==> config.mk <==
export PLATFORM = sky130hd
export DESIGN_NAME = hgw_watchdog
export DESIGN_NICKNAME = d
export VERILOG_FILES = /design/src/logic/hgw_pkg.sv /design/src/logic/hgw_tick_if.sv /design/src/logic/hgw_watchdog.sv /design/src/logic/hgw_tick_gen.sv
export SDC_FILE = /design/constraint.sdc
export NUM_CORES = 1
export LEC_CHECK = 0
export BUFFER_PORTS_ARGS = -buffer_cell sky130_fd_sc_hd__buf_2
export CORE_ASPECT_RATIO = 1.2
export CORE_UTILIZATION = 52
export CTS_CLUSTER_DIAMETER = 50
export DETAILED_ROUTE_END_ITERATION = 10
export PLACE_DENSITY = 0.8
export REMOVE_ABC_BUFFERS = 1
export SYNTH_ARGS = -nofsm -noshare
export SYNTH_HDL_FRONTEND = slang
export SYNTH_SLANG_ARGS = --single-unit
==> constraint.sdc <==
create_clock -name i_ref_clk -period 2.6 [get_ports i_ref_clk]
set_input_delay 0.52 -clock i_ref_clk [delete_from_list [all_inputs] [get_ports i_ref_clk]]
set_output_delay 0.52 -clock i_ref_clk [all_outputs]
set_load 0.05 [all_outputs]
==> src/logic/hgw_pkg.sv <==
package hgw_pkg;

   ////////////////////////////////////////////////////////////////////////////////
   // Register map: printed offsets are word indices, byte address is four times
   localparam logic [7:0]  SERVICE_KEY_IDX   = 8'ha6;
   localparam logic [7:0]  PRESCALE_IDX      = 8'ha7;
   localparam logic [7:0]  STATUS_IDX        = 8'ha8;
   localparam int unsigned ADDR_W            = 12;
   localparam logic [11:0] SERVICE_KEY_ADDR  = {2'h0, SERVICE_KEY_IDX, 2'h0};
   localparam logic [11:0] PRESCALE_ADDR     = {2'h0, PRESCALE_IDX, 2'h0};
   localparam logic [11:0] STATUS_ADDR       = {2'h0, STATUS_IDX, 2'h0};

   ////////////////////////////////////////////////////////////////////////////////
   // Key values and field layout
   localparam logic [7:0]  KEY_FIRST         = 8'h1e;
   localparam logic [7:0]  KEY_SECOND        = 8'he1;
   localparam int unsigned PRESCALE_SEL_LSB  = 0;
   localparam int unsigned PRESCALE_SEL_W    = 3;
   localparam logic [2:0]  PRESCALE_RST      = 3'h0;
   localparam int unsigned STATUS_ARMED_BIT  = 0;
   localparam int unsigned STATUS_FIRING_BIT = 1;

   ////////////////////////////////////////////////////////////////////////////////
   // Counter and timing
   localparam int unsigned CNT_W             = 14;
   localparam logic [13:0] CNT_TERMINAL      = 14'h3fff;
   localparam int unsigned PRESC_W           = 7;
   localparam int unsigned MC_DIV_DEFAULT    = 12;
   localparam int unsigned OSC_PERIOD_PS     = 5000;
   localparam int unsigned CLK_PERIOD_PS     = 5000;
   localparam int unsigned RST_PULSE_OSC     = 96;
   localparam int unsigned RST_PULSE_CYC     =
      (RST_PULSE_OSC * OSC_PERIOD_PS + CLK_PERIOD_PS - 1) / CLK_PERIOD_PS;
   localparam int unsigned PULSE_W           = 8;

   ////////////////////////////////////////////////////////////////////////////////
   // Bus responses and state encodings
   localparam logic [1:0]  RESP_OKAY         = 2'h0;
   localparam logic [1:0]  RESP_SLVERR       = 2'h2;

   typedef enum logic {
      KEY_IDLE = 1'b0,
      KEY_HALF = 1'b1
   } hgw_key_e;

   typedef enum logic [1:0] {
      MODE_OFF    = 2'h0,
      MODE_ARMED  = 2'h1,
      MODE_FIRING = 2'h3
   } hgw_mode_e;

endpackage : hgw_pkg

==> src/logic/hgw_tick_if.sv <==
`timescale 1ns/1ps

// Time base handshake between the watchdog core and its tick generator
interface hgw_tick_if;
   logic       clear;
   logic [2:0] presc_sel;
   logic       mc_tick;
   logic       cnt_tick;

   modport gen (
      input  clear,
      input  presc_sel,
      output mc_tick,
      output cnt_tick
   );

   modport core (
      output clear,
      output presc_sel,
      input  mc_tick,
      input  cnt_tick
   );
endinterface : hgw_tick_if

==> src/logic/hgw_watchdog.sv <==
`timescale 1ns/1ps

// Overview of operation
// - The watchdog holds a 14-bit up-counter and a write-only service key register.
// - After any reset the counter is disabled and does not count until armed.
// - Writing 1Eh then E1h to the service key register (index A6h) arms the counter.
// - While armed the counter advances once per 2^n machine cycles, n being the prescale select (0 after reset).
// - Once armed no software write disarms it; only reset or overflow does.
// - Writing 1Eh then E1h while armed restarts the counter from zero.
// - When the counter reaches 3FFFh it overflows and the watchdog resets itself.
// - On overflow the reset pin is driven high for 96 oscillator periods.
// - The key register reads as zero and the counter value is never exposed.
// - A 2^7 prescaler, selected through the prescale register (A7h), extends timeout.
module hgw_watchdog #(
   parameter int unsigned MC_DIV = hgw_pkg::MC_DIV_DEFAULT
) (
   // Clock and reset
   input  wire logic                        i_ref_clk,
   input  wire logic                        i_rst_n,
   // AXI4-Lite write address
   input  wire logic [hgw_pkg::ADDR_W-1:0]  i_s_axi_awaddr,
   input  wire logic                        i_s_axi_awvalid,
   output logic                             o_s_axi_awready,
   // AXI4-Lite write data
   input  wire logic [31:0]                 i_s_axi_wdata,
   input  wire logic [3:0]                  i_s_axi_wstrb,
   input  wire logic                        i_s_axi_wvalid,
   output logic                             o_s_axi_wready,
   // AXI4-Lite write response
   output logic [1:0]                       o_s_axi_bresp,
   output logic                             o_s_axi_bvalid,
   input  wire logic                        i_s_axi_bready,
   // AXI4-Lite read address
   input  wire logic [hgw_pkg::ADDR_W-1:0]  i_s_axi_araddr,
   input  wire logic                        i_s_axi_arvalid,
   output logic                             o_s_axi_arready,
   // AXI4-Lite read data
   output logic [31:0]                      o_s_axi_rdata,
   output logic [1:0]                       o_s_axi_rresp,
   output logic                             o_s_axi_rvalid,
   input  wire logic                        i_s_axi_rready,
   // Reset pin drive and status
   output logic                             o_rst_pulse,
   output logic                             o_armed
);

   ////////////////////////////////////////////////////////////////////////////////
   // State of the block in one record; the time base in u_tick_gen keeps its own
   typedef struct packed {
      hgw_pkg::hgw_mode_e                   mode;
      hgw_pkg::hgw_key_e                    key;
      logic [hgw_pkg::CNT_W-1:0]            cnt;
      logic [hgw_pkg::PULSE_W-1:0]          pulse;
      logic [hgw_pkg::PRESCALE_SEL_W-1:0]   presc_cfg;
      logic                                 tick_clear;
      logic                                 armed;
      logic                                 rst_out;
      logic                                 aw_held;
      logic                                 w_held;
      logic [hgw_pkg::ADDR_W-1:0]           waddr;
      logic [7:0]                           wdata;
      logic                                 wlane0;
      logic                                 awready;
      logic                                 wready;
      logic                                 bvalid;
      logic [1:0]                           bresp;
      logic                                 arready;
      logic                                 rvalid;
      logic [31:0]                          rdata;
      logic [1:0]                           rresp;
   } hgw_state_s;

   localparam hgw_state_s ST_RESET = '{
      mode:      hgw_pkg::MODE_OFF,
      key:       hgw_pkg::KEY_IDLE,
      presc_cfg: hgw_pkg::PRESCALE_RST,
      awready:   1'b1,
      wready:    1'b1,
      arready:   1'b1,
      bresp:     hgw_pkg::RESP_OKAY,
      rresp:     hgw_pkg::RESP_OKAY,
      default:   '0
   };

   localparam logic [hgw_pkg::PULSE_W-1:0] PULSE_LOAD =
      hgw_pkg::PULSE_W'(hgw_pkg::RST_PULSE_CYC - 1);

   hgw_state_s st;
   hgw_state_s next_st;
   logic       key_write;
   logic       key_done;
   logic       wr_go;

   ////////////////////////////////////////////////////////////////////////////////
   // Time base: machine cycle divider and timeout prescaler
   hgw_tick_if tick ();

   assign tick.clear     = st.tick_clear;
   assign tick.presc_sel = st.presc_cfg;

   hgw_tick_gen #(
      .MC_DIV    (MC_DIV)
   ) u_tick_gen (
      .i_ref_clk (i_ref_clk),
      .i_rst_n   (i_rst_n),
      .tick      (tick.gen)
   );

   ////////////////////////////////////////////////////////////////////////////////
   // Next state of bus slave, key detector and counter
   always_comb begin
      next_st            = st;
      next_st.tick_clear = 1'b0;
      key_write          = 1'b0;
      key_done           = 1'b0;
      wr_go              = st.aw_held && st.w_held && !st.bvalid;

      // Address and data are taken independently, in either order
      if (i_s_axi_awvalid && st.awready) begin
         next_st.aw_held = 1'b1;
         next_st.waddr   = i_s_axi_awaddr;
      end
      if (i_s_axi_wvalid && st.wready) begin
         next_st.w_held  = 1'b1;
         next_st.wdata   = i_s_axi_wdata[7:0];
         next_st.wlane0  = i_s_axi_wstrb[0];
      end

      // Register write once both halves are held; lane 0 carries the byte
      if (wr_go) begin
         next_st.aw_held = 1'b0;
         next_st.w_held  = 1'b0;
         next_st.bvalid  = 1'b1;
         next_st.bresp   = hgw_pkg::RESP_OKAY;
         case (st.waddr)
            hgw_pkg::SERVICE_KEY_ADDR: begin
               key_write = st.wlane0;
            end
            hgw_pkg::PRESCALE_ADDR: begin
               if (st.wlane0) begin
                  next_st.presc_cfg = st.wdata[hgw_pkg::PRESCALE_SEL_LSB +:
                                               hgw_pkg::PRESCALE_SEL_W];
               end
            end
            hgw_pkg::STATUS_ADDR: begin
               next_st.bresp = hgw_pkg::RESP_OKAY;            // Read-only, write dropped
            end
            default: begin
               next_st.bresp = hgw_pkg::RESP_SLVERR;
            end
         endcase
      end
      if (st.bvalid && i_s_axi_bready) begin
         next_st.bvalid = 1'b0;
      end
      next_st.awready = !next_st.aw_held && !next_st.bvalid;
      next_st.wready  = !next_st.w_held && !next_st.bvalid;

      // Read channel; the key register and the counter never show up here
      if (i_s_axi_arvalid && st.arready) begin
         next_st.arready = 1'b0;
         next_st.rvalid  = 1'b1;
         next_st.rresp   = hgw_pkg::RESP_OKAY;
         next_st.rdata   = 32'h0000_0000;
         case (i_s_axi_araddr)
            hgw_pkg::SERVICE_KEY_ADDR: begin
               next_st.rdata = 32'h0000_0000;
            end
            hgw_pkg::PRESCALE_ADDR: begin
               next_st.rdata[hgw_pkg::PRESCALE_SEL_LSB +:
                             hgw_pkg::PRESCALE_SEL_W] = st.presc_cfg;
            end
            hgw_pkg::STATUS_ADDR: begin
               next_st.rdata[hgw_pkg::STATUS_ARMED_BIT]  = st.armed;
               next_st.rdata[hgw_pkg::STATUS_FIRING_BIT] = st.rst_out;
            end
            default: begin
               next_st.rresp = hgw_pkg::RESP_SLVERR;
            end
         endcase
      end else if (st.rvalid && i_s_axi_rready) begin
         next_st.rvalid  = 1'b0;
         next_st.arready = 1'b1;
      end

      // Key sequence; writes are ignored while the reset pulse is out
      if (key_write && st.mode != hgw_pkg::MODE_FIRING) begin
         case (st.key)
            hgw_pkg::KEY_IDLE: begin
               if (st.wdata == hgw_pkg::KEY_FIRST) begin
                  next_st.key = hgw_pkg::KEY_HALF;
               end
            end
            hgw_pkg::KEY_HALF: begin
               if (st.wdata == hgw_pkg::KEY_SECOND) begin
                  key_done    = 1'b1;
                  next_st.key = hgw_pkg::KEY_IDLE;
               end else if (st.wdata == hgw_pkg::KEY_FIRST) begin
                  next_st.key = hgw_pkg::KEY_HALF;            // Fresh first key
               end else begin
                  next_st.key = hgw_pkg::KEY_IDLE;
               end
            end
            default: begin
               next_st.key = hgw_pkg::KEY_IDLE;
            end
         endcase
      end

      // Watchdog mode; overflow beats a service write landing in the same cycle
      case (st.mode)
         hgw_pkg::MODE_OFF: begin
            next_st.cnt = '0;
            if (key_done) begin
               next_st.mode       = hgw_pkg::MODE_ARMED;
               next_st.tick_clear = 1'b1;
            end
         end
         hgw_pkg::MODE_ARMED: begin
            // No write path leads back to OFF from here
            if (st.cnt == hgw_pkg::CNT_TERMINAL) begin
               next_st.mode      = hgw_pkg::MODE_FIRING;
               next_st.pulse     = PULSE_LOAD;
               next_st.cnt       = '0;
               next_st.key       = hgw_pkg::KEY_IDLE;
               next_st.presc_cfg = hgw_pkg::PRESCALE_RST;     // Self reset clears config
            end else if (key_done) begin
               next_st.cnt        = '0;
               next_st.tick_clear = 1'b1;
            end else if (tick.cnt_tick) begin
               next_st.cnt = st.cnt + 1'b1;
            end
         end
         hgw_pkg::MODE_FIRING: begin
            if (st.pulse == '0) begin
               next_st.mode = hgw_pkg::MODE_OFF;
            end else begin
               next_st.pulse = st.pulse - 1'b1;
            end
         end
         default: begin
            next_st.mode = hgw_pkg::MODE_OFF;
         end
      endcase

      // Pin and status outputs follow the mode, registered with it
      next_st.armed   = (next_st.mode == hgw_pkg::MODE_ARMED);
      next_st.rst_out = (next_st.mode == hgw_pkg::MODE_FIRING);
   end

   ////////////////////////////////////////////////////////////////////////////////
   // State register; a hardware reset always lands in the disabled mode
   always_ff @(posedge i_ref_clk) begin
      if (!i_rst_n) begin
         st <= ST_RESET;
      end else begin
         st <= next_st;
      end
   end

   ////////////////////////////////////////////////////////////////////////////////
   // Outputs straight from the state register
   assign o_s_axi_awready = st.awready;
   assign o_s_axi_wready  = st.wready;
   assign o_s_axi_bresp   = st.bresp;
   assign o_s_axi_bvalid  = st.bvalid;
   assign o_s_axi_arready = st.arready;
   assign o_s_axi_rdata   = st.rdata;
   assign o_s_axi_rresp   = st.rresp;
   assign o_s_axi_rvalid  = st.rvalid;
   assign o_rst_pulse     = st.rst_out;
   assign o_armed         = st.armed;

endmodule : hgw_watchdog

==> src/logic/hgw_tick_gen.sv <==
`timescale 1ns/1ps

module hgw_tick_gen #(
   parameter int unsigned MC_DIV = hgw_pkg::MC_DIV_DEFAULT
) (
   // Clock and reset
   input  wire logic i_ref_clk,
   input  wire logic i_rst_n,
   // Time base toward the core
   hgw_tick_if.gen   tick
);

   // A divide by one still needs a one-bit counter, else the cast below has no width
   localparam int unsigned MC_W = (MC_DIV > 1) ? $clog2(MC_DIV) : 1;

   typedef struct packed {
      logic [MC_W-1:0]              mc_cnt;
      logic [hgw_pkg::PRESC_W-1:0]  presc;
      logic                         mc_tick;
      logic                         cnt_tick;
   } hgw_tick_s;

   hgw_tick_s st;
   hgw_tick_s next_st;
   logic [hgw_pkg::PRESC_W-1:0] sel_mask;

   ////////////////////////////////////////////////////////////////////////////////
   // Machine cycle divider, then a 2^n prescaler picked by the select field
   always_comb begin
      next_st          = st;
      next_st.mc_tick  = 1'b0;
      next_st.cnt_tick = 1'b0;
      sel_mask = hgw_pkg::PRESC_W'((8'h01 << tick.presc_sel) - 8'h01);
      if (tick.clear) begin                        // Restart keeps the full timeout
         next_st.mc_cnt = '0;
         next_st.presc  = '0;
      end else if (st.mc_cnt == MC_W'(MC_DIV - 1)) begin
         next_st.mc_cnt  = '0;
         next_st.mc_tick = 1'b1;
         if ((st.presc & sel_mask) == sel_mask) begin
            next_st.cnt_tick = 1'b1;
         end
         next_st.presc = st.presc + 1'b1;
      end else begin
         next_st.mc_cnt = st.mc_cnt + 1'b1;
      end
   end

   // State register
   always_ff @(posedge i_ref_clk) begin
      if (!i_rst_n) begin
         st <= '0;
      end else begin
         st <= next_st;
      end
   end

   assign tick.mc_tick  = st.mc_tick;
   assign tick.cnt_tick = st.cnt_tick;

endmodule : hgw_tick_gen

==> reports/qor.txt, run 1 <==
fraction of layout cells with a size suffix above 1 - 14.8%
GP Congestion - 0.856
initial antenna violation count - 0
synth top area cells - dfxtp_1 (39%), nand2_1 (7.6%), buf_4 (7.0%), nor2_1 (5.8%), a21oi_1 (4.1%)
buffering stage count on the worst path with inverters included - 0
first-pass GRT wire length - 13000 um
Routed Wire Length - 7870 um
type of element capturing the critical path - flop
Reg-to-Reg Start - st[50]$_SDFFE_PN0P_
IO Pins - 110
initial detailed-routing violation count - 204
post-synthesis register bit count - 76
CTS H-tree lvls - 3
Switching Share - 28.5%
Worst Reg2Reg Path Length in Cells - 5
unique cell type count in the Yosys netlist - 56
input/output buffers - 51
total non-filler cell area in the finished layout - 4210 um^2
fin crit period - 2150 ps
worst max-slew margin expressed relative to the limit - 55.0%
worst setup margin - 451 ps
Worst-path clk slew - 80 ps
Vias - 3377
fin crit share - 82.6%
cell count after synthesis - 494
setup slack at placement - 499 ps
leading post-synthesis cells by instance count - nand2_1 (78), dfxtp_1 (76), nor2_1 (60), buf_4 (36), a21oi_1 (32)
cell with the most instances after synthesis - nand2_1
sinks on the clock net - 76
fin cells - 622
floorplan die width - 80.8 um
source-to-sink clock delay at the later pin of the worst-skew pair - 350 ps
clock tree from TritonCTS - done
post-placement cell area - 4000 um^2
hold slack final - 398 ps
Worst path max stage delay - 710 ps
diode insertion count for antenna repair - 0
Slew @ Worst Pin - 672 ps
critical-path maximum fanout - 29
Synth async-reset ratio - 0%
endpoint of the worst register-to-register path - st[78]$_SDFFE_PN0P_
post-synth top area cell - dfxtp_1
maximum number of buffers from clock root to sink - 2
number of placed instances, taps included - 606
hold wc startpoint - i_s_axi_awaddr[0]
root buf cell - clkbuf_8
Leakage Power - 1.64 nW
number of enable-type register cells in the synthesized netlist - 0
outcome - complete, no violations
Cell Area, Synth - 3870 um^2
hold-critical path endpoint - st[50]$_SDFFE_PN0P_
remaining global-route overflow - 0
detail-routed via count per cell - 5.43
area of the core - 7230 um^2
Hold/Removal Path Class - primary input to flop
effective utilization at floorplan - 53.5%
Int Power - 0.00178 W
CP most frequent cell - a32o_1
ordered list of cells on the worst path - nor4b_2, nand2_1, or4_4, a32o_1, a32o_1
number of resized instances in the post-cts repair step - 0
WL per Instance - 12.6 um
count of pins over their slew limit - 0
ANT nets after route - 0
Mapped Avg Cell Area - 7.84 um^2
peak ir drop on the vdd network - 0.463 mV
Hold Vio Cnt, Final - 0
reported max-cap violation count - 0
CP Data Arrival Time - 2390 ps
hold buffer count at CTS - 0
count of yosys warnings during synthesis - 0
total die area - 7800 um^2
power density over cell area - 590 nW/um^2
instance count along the most critical hold path - 3
Reg power frac - 49.9%
height of the chip - 96.5 um
crit path launch type - flop
P_sw - 0.000706 W
number of nets in the finished design - 599
crit path kind - flop to flop
TritonRoute pass-1 iters - 5
unrepaired setup endpoints after global routing - no
top-area cell type share of the netlist area - 39.3%
Setup Fix Bufs, Post-CTS - 0
vias in the first global route - 3034
pin count of the biggest net entering global routing - 30
number of core rows - 34
aggregate global-route resource usage - 21.4%
R2R setup slack - 450 ps
area grow syn2layout - 8.72%
sequential element share of the synthesized area - 39.3%
main flop type after synthesis - dfxtp_1
combinational power share - 12.2%
required time at the endpoint of the critical path - 2840 ps
Setup Skew - 10.3 ps
portion of total power attributed to the clock network - 37.9%
TritonCTS buffer count - 9
highest clock frequency the design can meet - 465 MHz
kind of cell with the highest combined delay on the critical path - simple AND/OR/NAND/NOR gates
post-detailed-route DRC marker count - 0
half-perimeter wire length of the detailed placement result - 5620 um
slowest library cell on the worst path - or4_4
Setup-failing EPs final - 0
post-route setup TNS - 0 ps
[final cells by class]
class                   count  area [um^2]
fillers                   667         3020
clock buffers              11          151
multi-input cells         373         2030
flip-flops and latches     76         1520
inverters                  12         45.0
repair buffers             55          285
well taps                  90          113
clock inverters             5         60.1
[cell usage in the layout, fill, tap and decap left out, types with 5 or more instances in the layout]
| master | count |
|---|---|
| nand4_1 | 17 |
| nor2_1 | 60 |
| a31oi_1 | 16 |
| nor3_1 | 8 |
| xnor2_1 | 5 |
| o21ai_0 | 9 |
| inv_1 | 11 |
| a21oi_1 | 32 |
| conb_1 | 31 |
| nand2b_1 | 7 |
| nand3_1 | 23 |
| and4_1 | 5 |
| clkbuf_8 | 11 |
| ha_1 | 5 |
| xor2_1 | 6 |
| mux2i_1 | 6 |
| and3_1 | 8 |
| nand2_1 | 78 |
| dfxtp_1 | 76 |
| buf_2 | 51 |
| nor4_1 | 6 |
[kinds of logic after synthesis]
logic type / after synthesis / share of synthesized area, %
flip-flops: 76 / 39.3
buffers and inverters: 75 / 11.1
multiplexers: 6 / 1.55
AO/OA/AOI/OAI: 80 / 12.9
other: 1 / 0.0968
adder cells (fa/ha/maj): 5 / 1.62
AND/OR/NAND/NOR: 240 / 31.0
XOR/XNOR: 11 / 2.49
[worst register-to-register path, delay by kind of cell (launching register included)]
kind / cells / cell delay (ps)
AO/OA/AOI/OAI: 2 / 530
AND/OR/NAND/NOR: 3 / 1180
flip-flops: 1 / 340
[flip-flops by register name, summed over array words and instances (netlist names), 3 cells and up]
signal / count
tick.presc_sel: 3
st: 48
o_s_axi_rdata: 3
u_tick_gen.st: 11
[power groups by stage]
stage | Combinational [W] | Sequential (W) | Clock, W
floorplan | 0.000192 | 0.00130 | 0
global placement | 0.000299 | 0.00126 | 0
detailed placement | 0.000303 | 0.00127 | 0
CTS | 0.000304 | 0.00124 | 0.000958
global route | 0.000329 | 0.00125 | 0.00101
finish | 0.000303 | 0.00124 | 0.000940
[how the worst max path moves through the flow]
stage	start	end	cells past startpoint
4_1_cts	st[50]$_SDFFE_PN0P_	st[78]$_SDFFE_PN0P_	5
2_1_floorplan	st[94]$_SDFF_PN0_	st[78]$_SDFFE_PN0P_	5
3_5_place_dp	st[50]$_SDFFE_PN0P_	st[78]$_SDFFE_PN0P_	5
5_1_grt	tick.presc_sel[1]$_SDFF_PN0_	u_tick_gen.tick.cnt_tick$_SDFF_PP0_	7
3_3_place_gp	st[50]$_SDFFE_PN0P_	st[78]$_SDFFE_PN0P_	5
6_report	st[50]$_SDFFE_PN0P_	st[78]$_SDFFE_PN0P_	5
[per-stage QoR]
| stage | util, % | total power, W |
|---|---|---|
| floorplan | - | 0.00149 |
| global placement | 55.3 | 0.00156 |
| finish | 58.2 | 0.00248 |
| detailed placement | 55.3 | 0.00157 |
| CTS | 58.2 | 0.00250 |
| global route | 58.2 | 0.00258 |
[routing by layer]
layer / vias up / part of all wire, % / GRT usage (%)
li1: 1739 / - / -
met1: 1559 / 43 / 24.4
met2: 70 / 52 / 37.8
met3: 9 / 3.6 / 4.69
met4: 0 / 1.4 / 9.82
met5: - / 0 / 0
(Power assumes the default switching activity.)
==> run 2: changes to the inputs <==
CORE_UTILIZATION = 47   (was 52)
PLACE_DENSITY = 0.76   (was 0.8)
clock period = 1.9 ns   (was 2.6 ns; I/O delays follow)
==> reports/qor.txt, run 2 (synthesized netlist as in run 1, its figures left out) <==
detail-routed via count per cell - 5.35 (-1.5%)
initial detailed-routing violation count - 221 (+8.3%)
pin count of the biggest net entering global routing - 25 (-17%)
crit path kind - flop to flop
Hold Vio Cnt, Final - 0 (unchanged)
commonest non-fill, non-tap cell in the layout - nand2_1
Worst-path clk slew - 70 ps (about the same)
unrepaired setup endpoints after global routing - yes
fin crit share - 103% (+20 points)
area of the core - 7840 um^2 (+8.4%)
highest clock frequency the design can meet - 510 MHz (+9.7%)
post-detailed-route DRC marker count - 3 (+3)
TritonCTS buffer count - 9 (unchanged)
CTS H-tree lvls - 3 (unchanged)
total die area - 8610 um^2 (+10%)
peak ir drop on the vdd network - 0.497 mV (+7.4%)
GP Congestion - 0.843 (-1.6%)
TritonRoute pass-1 iters - 7 (+2)
hold slack final - 256 ps (-142 ps)
type of element capturing the critical path - flop
Hold/Removal Path Class - primary input to flop
height of the chip - 101 um (+5.1%)
outcome - complete, but fails checks
hold buffer count at CTS - 0 (unchanged)
power density over cell area - 756 nW/um^2 (+28%)
IO Pins - 110 (unchanged)
crit path launch type - flop
fin crit period - 1960 ps (-189 ps)
number of core rows - 35 (+2.9%)
setup slack at placement - -61.6 ps (-561 ps)
sinks on the clock net - 76 (unchanged)
required time at the endpoint of the critical path - 2120 ps (-720 ps)
floorplan die width - 84.9 um (+5.1%)
ANT nets after route - 0 (unchanged)
input/output buffers - 51 (unchanged)
Routed Wire Length - 8410 um (+6.9%)
register containing the most flip-flops in the final layout - st
clock tree from TritonCTS - done
flip-flop count of the largest register, all copies and words added - 48 (unchanged)
critical-path maximum fanout - 8 (-72%)
worst setup margin - -59.5 ps (-511 ps)
initial antenna violation count - 0 (unchanged)
most used cells in the layout excluding fill and tap cells - nand2_1 (78), dfxtp_1 (72), nor2_1 (60), buf_2 (51), buf_4 (39)
Setup Skew - 11.4 ps (+1.04 ps)
half-perimeter wire length of the detailed placement result - 6160 um (+9.6%)
effective utilization at floorplan - 49.4% (-4.1 points)
CP Data Arrival Time - 2180 ps (-210 ps)
first-pass GRT wire length - 14200 um (+9.2%)
root buf cell - clkbuf_8
Leakage Power - 1.86 nW (+13%)
number of nets in the finished design - 636 (+6.2%)
violated checks - DRC, setup timing
remaining global-route overflow - 0 (unchanged)
aggregate global-route resource usage - 20.3% (-1.0 points)
reported max-cap violation count - 0 (unchanged)
WL per Instance - 12.7 um (+0.62%)
maximum number of buffers from clock root to sink - 2 (unchanged)
area grow syn2layout - 18.7%
source-to-sink clock delay at the later pin of the worst-skew pair - 350 ps (about the same)
number of filler cells placed in the layout - 686 (+2.8%)
registers with the most flip-flops - st (48), u_tick_gen.st (11)
diode insertion count for antenna repair - 0 (unchanged)
fraction of layout cells with a size suffix above 1 - 22.7% (+7.8 points)
Setup-failing EPs final - 8 (+8)
count of pins over their slew limit - 0 (unchanged)
vias in the first global route - 3219 (+6.1%)
Vias - 3535 (+4.7%)
## run 2: cell count changes in the layout (fill, tap and decap cells not counted), moves of 2 or more
cell / change
and4_1: -2
clkbuf_8: +2
buf_4: +35
a31oi_1: -2
clkinv_4: -2
dfxtp_1: -4
buf_12: +2
dfxtp_2: +4
## run 2: final cells by class
type	count	area [um^2]	area share [%]
clock buffers	13	179	3.89
clock inverters	3	42.5	0.926
repair buffers	92	588	12.8
flip-flops and latches	76	1530	33.2
inverters	12	45.0	0.980
well taps	92	115	2.50
multi-input cells	373	2100	45.7
## run 2: power breakdown
group | switching (W) | total, W | internal [W]
Clock | 0.000571 | 0.00132 | 0.000748
Sequential | 0.0000414 | 0.00169 | 0.00165
Combinational | 0.000328 | 0.000462 | 0.000134
Total | 0.000940 | 0.00347 | 0.00253
## run 2: per-stage QoR
stage | util, % | area [um^2] | TNS (ps) | instances | power, W
after global routing | 58.6 | 4600 | -1310 | 661 | 0.00362
after global placement | 54.5 | 4270 | -21.1 | 642 | 0.00218
final | 58.6 | 4600 | -330 | 661 | 0.00347
after floorplan | - | 3600 | -272 | 461 | 0.00204
after detailed placement | 54.5 | 4270 | -110 | 642 | 0.00218
after CTS | 57.5 | 4500 | -23.3 | 658 | 0.00349
## run 2: per-layer routing
metal  vias up  GRT usage (%)  part of all wire, %
met4         0           6.78                  1.6
met1      1608           25.2                   44
met2       112           35.0                   50
met3        16           4.65                  4.7
li1       1799              -                    -
met5         -              0                    0
## run 2: final timing paths
path                               startpoint                           to  slack [ps]  cells past startpoint
hold reg to reg   u_tick_gen.st[9]$_SDFF_PP0_  u_tick_gen.st[9]$_SDFF_PP0_         450                      1
hold / removal               i_s_axi_wdata[7]          st[49]$_SDFFE_PN0P_         260                      3
setup reg to reg          st[49]$_SDFFE_PN0P_          st[88]$_SDFFE_PN0P_         -60                      7
setup / recovery          st[49]$_SDFFE_PN0P_          st[88]$_SDFFE_PN0P_         -60                      7
## run 2: what timing repair did
item                                    CTS  global route
pin swaps                                 0             8
endpoints found under the setup margin    5            29
setup buffers                             0             3
gates resized for setup                   4            15
endpoints found under the hold margin     0             0
## run 2: critical path: stages (launching register included)
cell and delay [ps]:
dfxtp_2 340, nor4bb_4 300, nand3_2 120, or4_4 610, buf_12 170, buf_12 120
nand4b_1 90, a21oi_1 70
==> run 3: changes to the inputs <==
CORE_UTILIZATION = 49   (was 47)
CTS_BUF_LIST = sky130_fd_sc_hd__clkbuf_4   (was unset)
PLACE_DENSITY = 0.79   (was 0.76)
==> reports/qor.txt, run 3 (synthesized netlist as in run 1, its figures left out) <==
outcome - complete, no violations
registers with the most flip-flops - st (48), u_tick_gen.st (11)
input/output buffers - 51 (unchanged)
Leakage Power - 1.82 nW (-2.3%)
aggregate global-route resource usage - 20.9% (+0.61 points)
start point of the critical path - st[55]$_SDFFE_PN0P_
area grow syn2layout - 16.6%
first-pass GRT wire length - 14400 um (+1.7%)
hold buffer count at CTS - 0 (unchanged)
total non-filler cell area in the finished layout - 4510 um^2 (-1.8%)
Worst Reg2Reg Path Length in Cells - 5 (-2)
met1 usage in global routing - 24.7% (-0.55 points)
detail-routed via count per cell - 5.45 (+1.8%)
post-placement cell area - 4270 um^2 (about the same)
sinks on the clock net - 76 (unchanged)
fin crit share - 98.8% (-4.3 points)
combinational power share - 14.6% (+1.3 points)
register containing the most flip-flops in the final layout - st
Hold/Removal Path Class - primary input to flop
root buf cell - clkbuf_4
Routed Wire Length - 8660 um (+2.9%)
IO Pins - 110 (unchanged)
unrepaired setup endpoints after global routing - yes
peak ir drop on the vdd network - 0.610 mV (+23%)
endpoint of the worst register-to-register path - st[78]$_SDFFE_PN0P_
count of pins over their slew limit - 0 (unchanged)
reported max-cap violation count - 0 (unchanged)
WL per Instance - 13.1 um (+2.9%)
Reg power frac - 52.5% (+3.8 points)
CTS H-tree lvls - 3 (unchanged)
post-route setup TNS - 0 ps (+330 ps)
floorplan die width - 83.2 um (-2.0%)
Int Power - 0.00221 W (-13%)
TritonCTS buffer count - 9 (unchanged)
maximum number of buffers from clock root to sink - 2 (unchanged)
effective utilization at floorplan - 50.5% (+1.1 points)
ANT nets after route - 0 (unchanged)
met3 layer usage reported by global route - 4.48% (-0.16 points)
GRT busiest layer - met2
Setup-failing EPs final - 0 (-8)
Util after Layout - 58.9% (+0.28 points)
commonest non-fill, non-tap cell in the layout - nand2_1
GR met2 Demand/Resource - 37.6% (+2.6 points)
Switching Share - 31.5% (+4.4 points)
highest clock frequency the design can meet - 532 MHz (+4.3%)
CP Data Arrival Time - 2200 ps (+20 ps)
portion of total power attributed to the clock network - 32.9% (-5.1 points)
vias in the first global route - 3317 (+3.0%)
P_sw - 0.00102 W (+8.0%)
initial antenna violation count - 0 (unchanged)
initial detailed-routing violation count - 221 (unchanged)
number of core rows - 35 (unchanged)
GP Congestion - 0.890 (+5.5%)
flip-flop count of the largest register, all copies and words added - 48 (unchanged)
half-perimeter wire length of the detailed placement result - 6170 um (+0.24%)
post-detailed-route DRC marker count - 0 (-3)
clock tree from TritonCTS - done
TritonRoute pass-1 iters - 5 (-2)
crit path kind - flop to flop
Vias - 3600 (+1.8%)
pin count of the biggest net entering global routing - 25 (unchanged)
crit path launch type - flop
Worst-path clk slew - 140 ps (+70 ps)
destination of the critical timing path - st[78]$_SDFFE_PN0P_
required time at the endpoint of the critical path - 2230 ps (+110 ps)
Setup Skew - 16.2 ps (+4.79 ps)
critical-path maximum fanout - 8 (unchanged)
source-to-sink clock delay at the later pin of the worst-skew pair - 430 ps (+80 ps)
area of the core - 7660 um^2 (-2.2%)
number of nets in the finished design - 636 (unchanged)
R2R setup slack - 20 ps (+80 ps)
diode insertion count for antenna repair - 0 (unchanged)
most used cells in the layout excluding fill and tap cells - nand2_1 (78), dfxtp_1 (74), nor2_1 (59), buf_2 (51), buf_4 (39)
remaining global-route overflow - 0 (unchanged)
height of the chip - 99.4 um (-2.0%)
fraction of layout cells with a size suffix above 1 - 22.0% (-0.70 points)
total die area - 8260 um^2 (-4.0%)
Reg-to-Reg Start - st[55]$_SDFFE_PN0P_
type of element capturing the critical path - flop
Hold Vio Cnt, Final - 0 (unchanged)
power density over cell area - 715 nW/um^2 (-5.4%)
fin crit period - 1880 ps (-81.4 ps)
==> run 3: cell types whose count changed in the layout (fill, tap and decap cells not counted), sizes merged <==
cell,change
clkbuf,-4
clkinv,+1
inv,+3
==> run 3: how the worst min path moves through the flow <==
stage	start	end	cells past startpoint
5_1_grt	i_s_axi_awaddr[5]	st[55]$_SDFFE_PN0P_	3
2_1_floorplan	u_tick_gen.st[9]$_SDFF_PP0_	u_tick_gen.st[9]$_SDFF_PP0_	1
6_report	i_s_axi_wdata[4]	st[46]$_SDFFE_PN0P_	3
3_3_place_gp	u_tick_gen.st[9]$_SDFF_PP0_	u_tick_gen.st[9]$_SDFF_PP0_	1
4_1_cts	i_s_axi_wdata[4]	st[46]$_SDFFE_PN0P_	3
3_5_place_dp	u_tick_gen.st[9]$_SDFF_PP0_	u_tick_gen.st[9]$_SDFF_PP0_	1
==> run 3: area by class of cell <==
class / count / area, um^2
clock buffer: 9 / 67.6
multi-input combinational: 373 / 2110
sequential: 76 / 1520
clock inverter: 7 / 82.6
inverter: 12 / 45.0
timing repair buffer: 92 / 571
tap: 92 / 115
fill: 683 / 3150
==> run 3: stage by stage <==
step | total power, W | std cells | hold slack, ps | setup slack (ps)
finish | 0.00323 | 661 | 158 | 21.9
floorplan | 0.00204 | 461 | 418 | -146
CTS | 0.00323 | 660 | 134 | -11.5
detailed placement | 0.00219 | 644 | 453 | -100
global route | 0.00334 | 661 | 140 | -82.9
global placement | 0.00218 | 644 | 428 | -38.7
==> run 3: per-layer routing <==
layer  part of all wire [%]  vias to the layer above
li1                       -                     1803
met5                      0                        -
met1                     44                     1675
met4                    1.4                        0
met3                    4.2                       15
met2                     51                      107
==> run 3: timing repair <==
item / 4_1_cts / 5_1_grt
hold endpoints to repair: 0 / 0
endpoints found under the setup margin: 5 / 17
pin swaps: 7 / 7
buffers inserted: 0 / 2
resized for setup: 7 / 9
==> run 3: worst max-delay path, stage by stage (launching register included) <==
cell      delay [ps]
dfxtp_2          350
and4b_1          270
nand3b_1         120
or4_4            600
a32o_1           240
a32o_1           190
==> run 3: power by group through the flow <==
stage          clock network (W)  registers, W  logic (W)
2_1_floorplan                  0       0.00178   0.000263
6_report                 0.00106       0.00169   0.000472
5_1_grt                  0.00113       0.00170   0.000508
3_3_place_gp                   0       0.00172   0.000456
4_1_cts                  0.00108       0.00169   0.000465
3_5_place_dp                   0       0.00172   0.000463
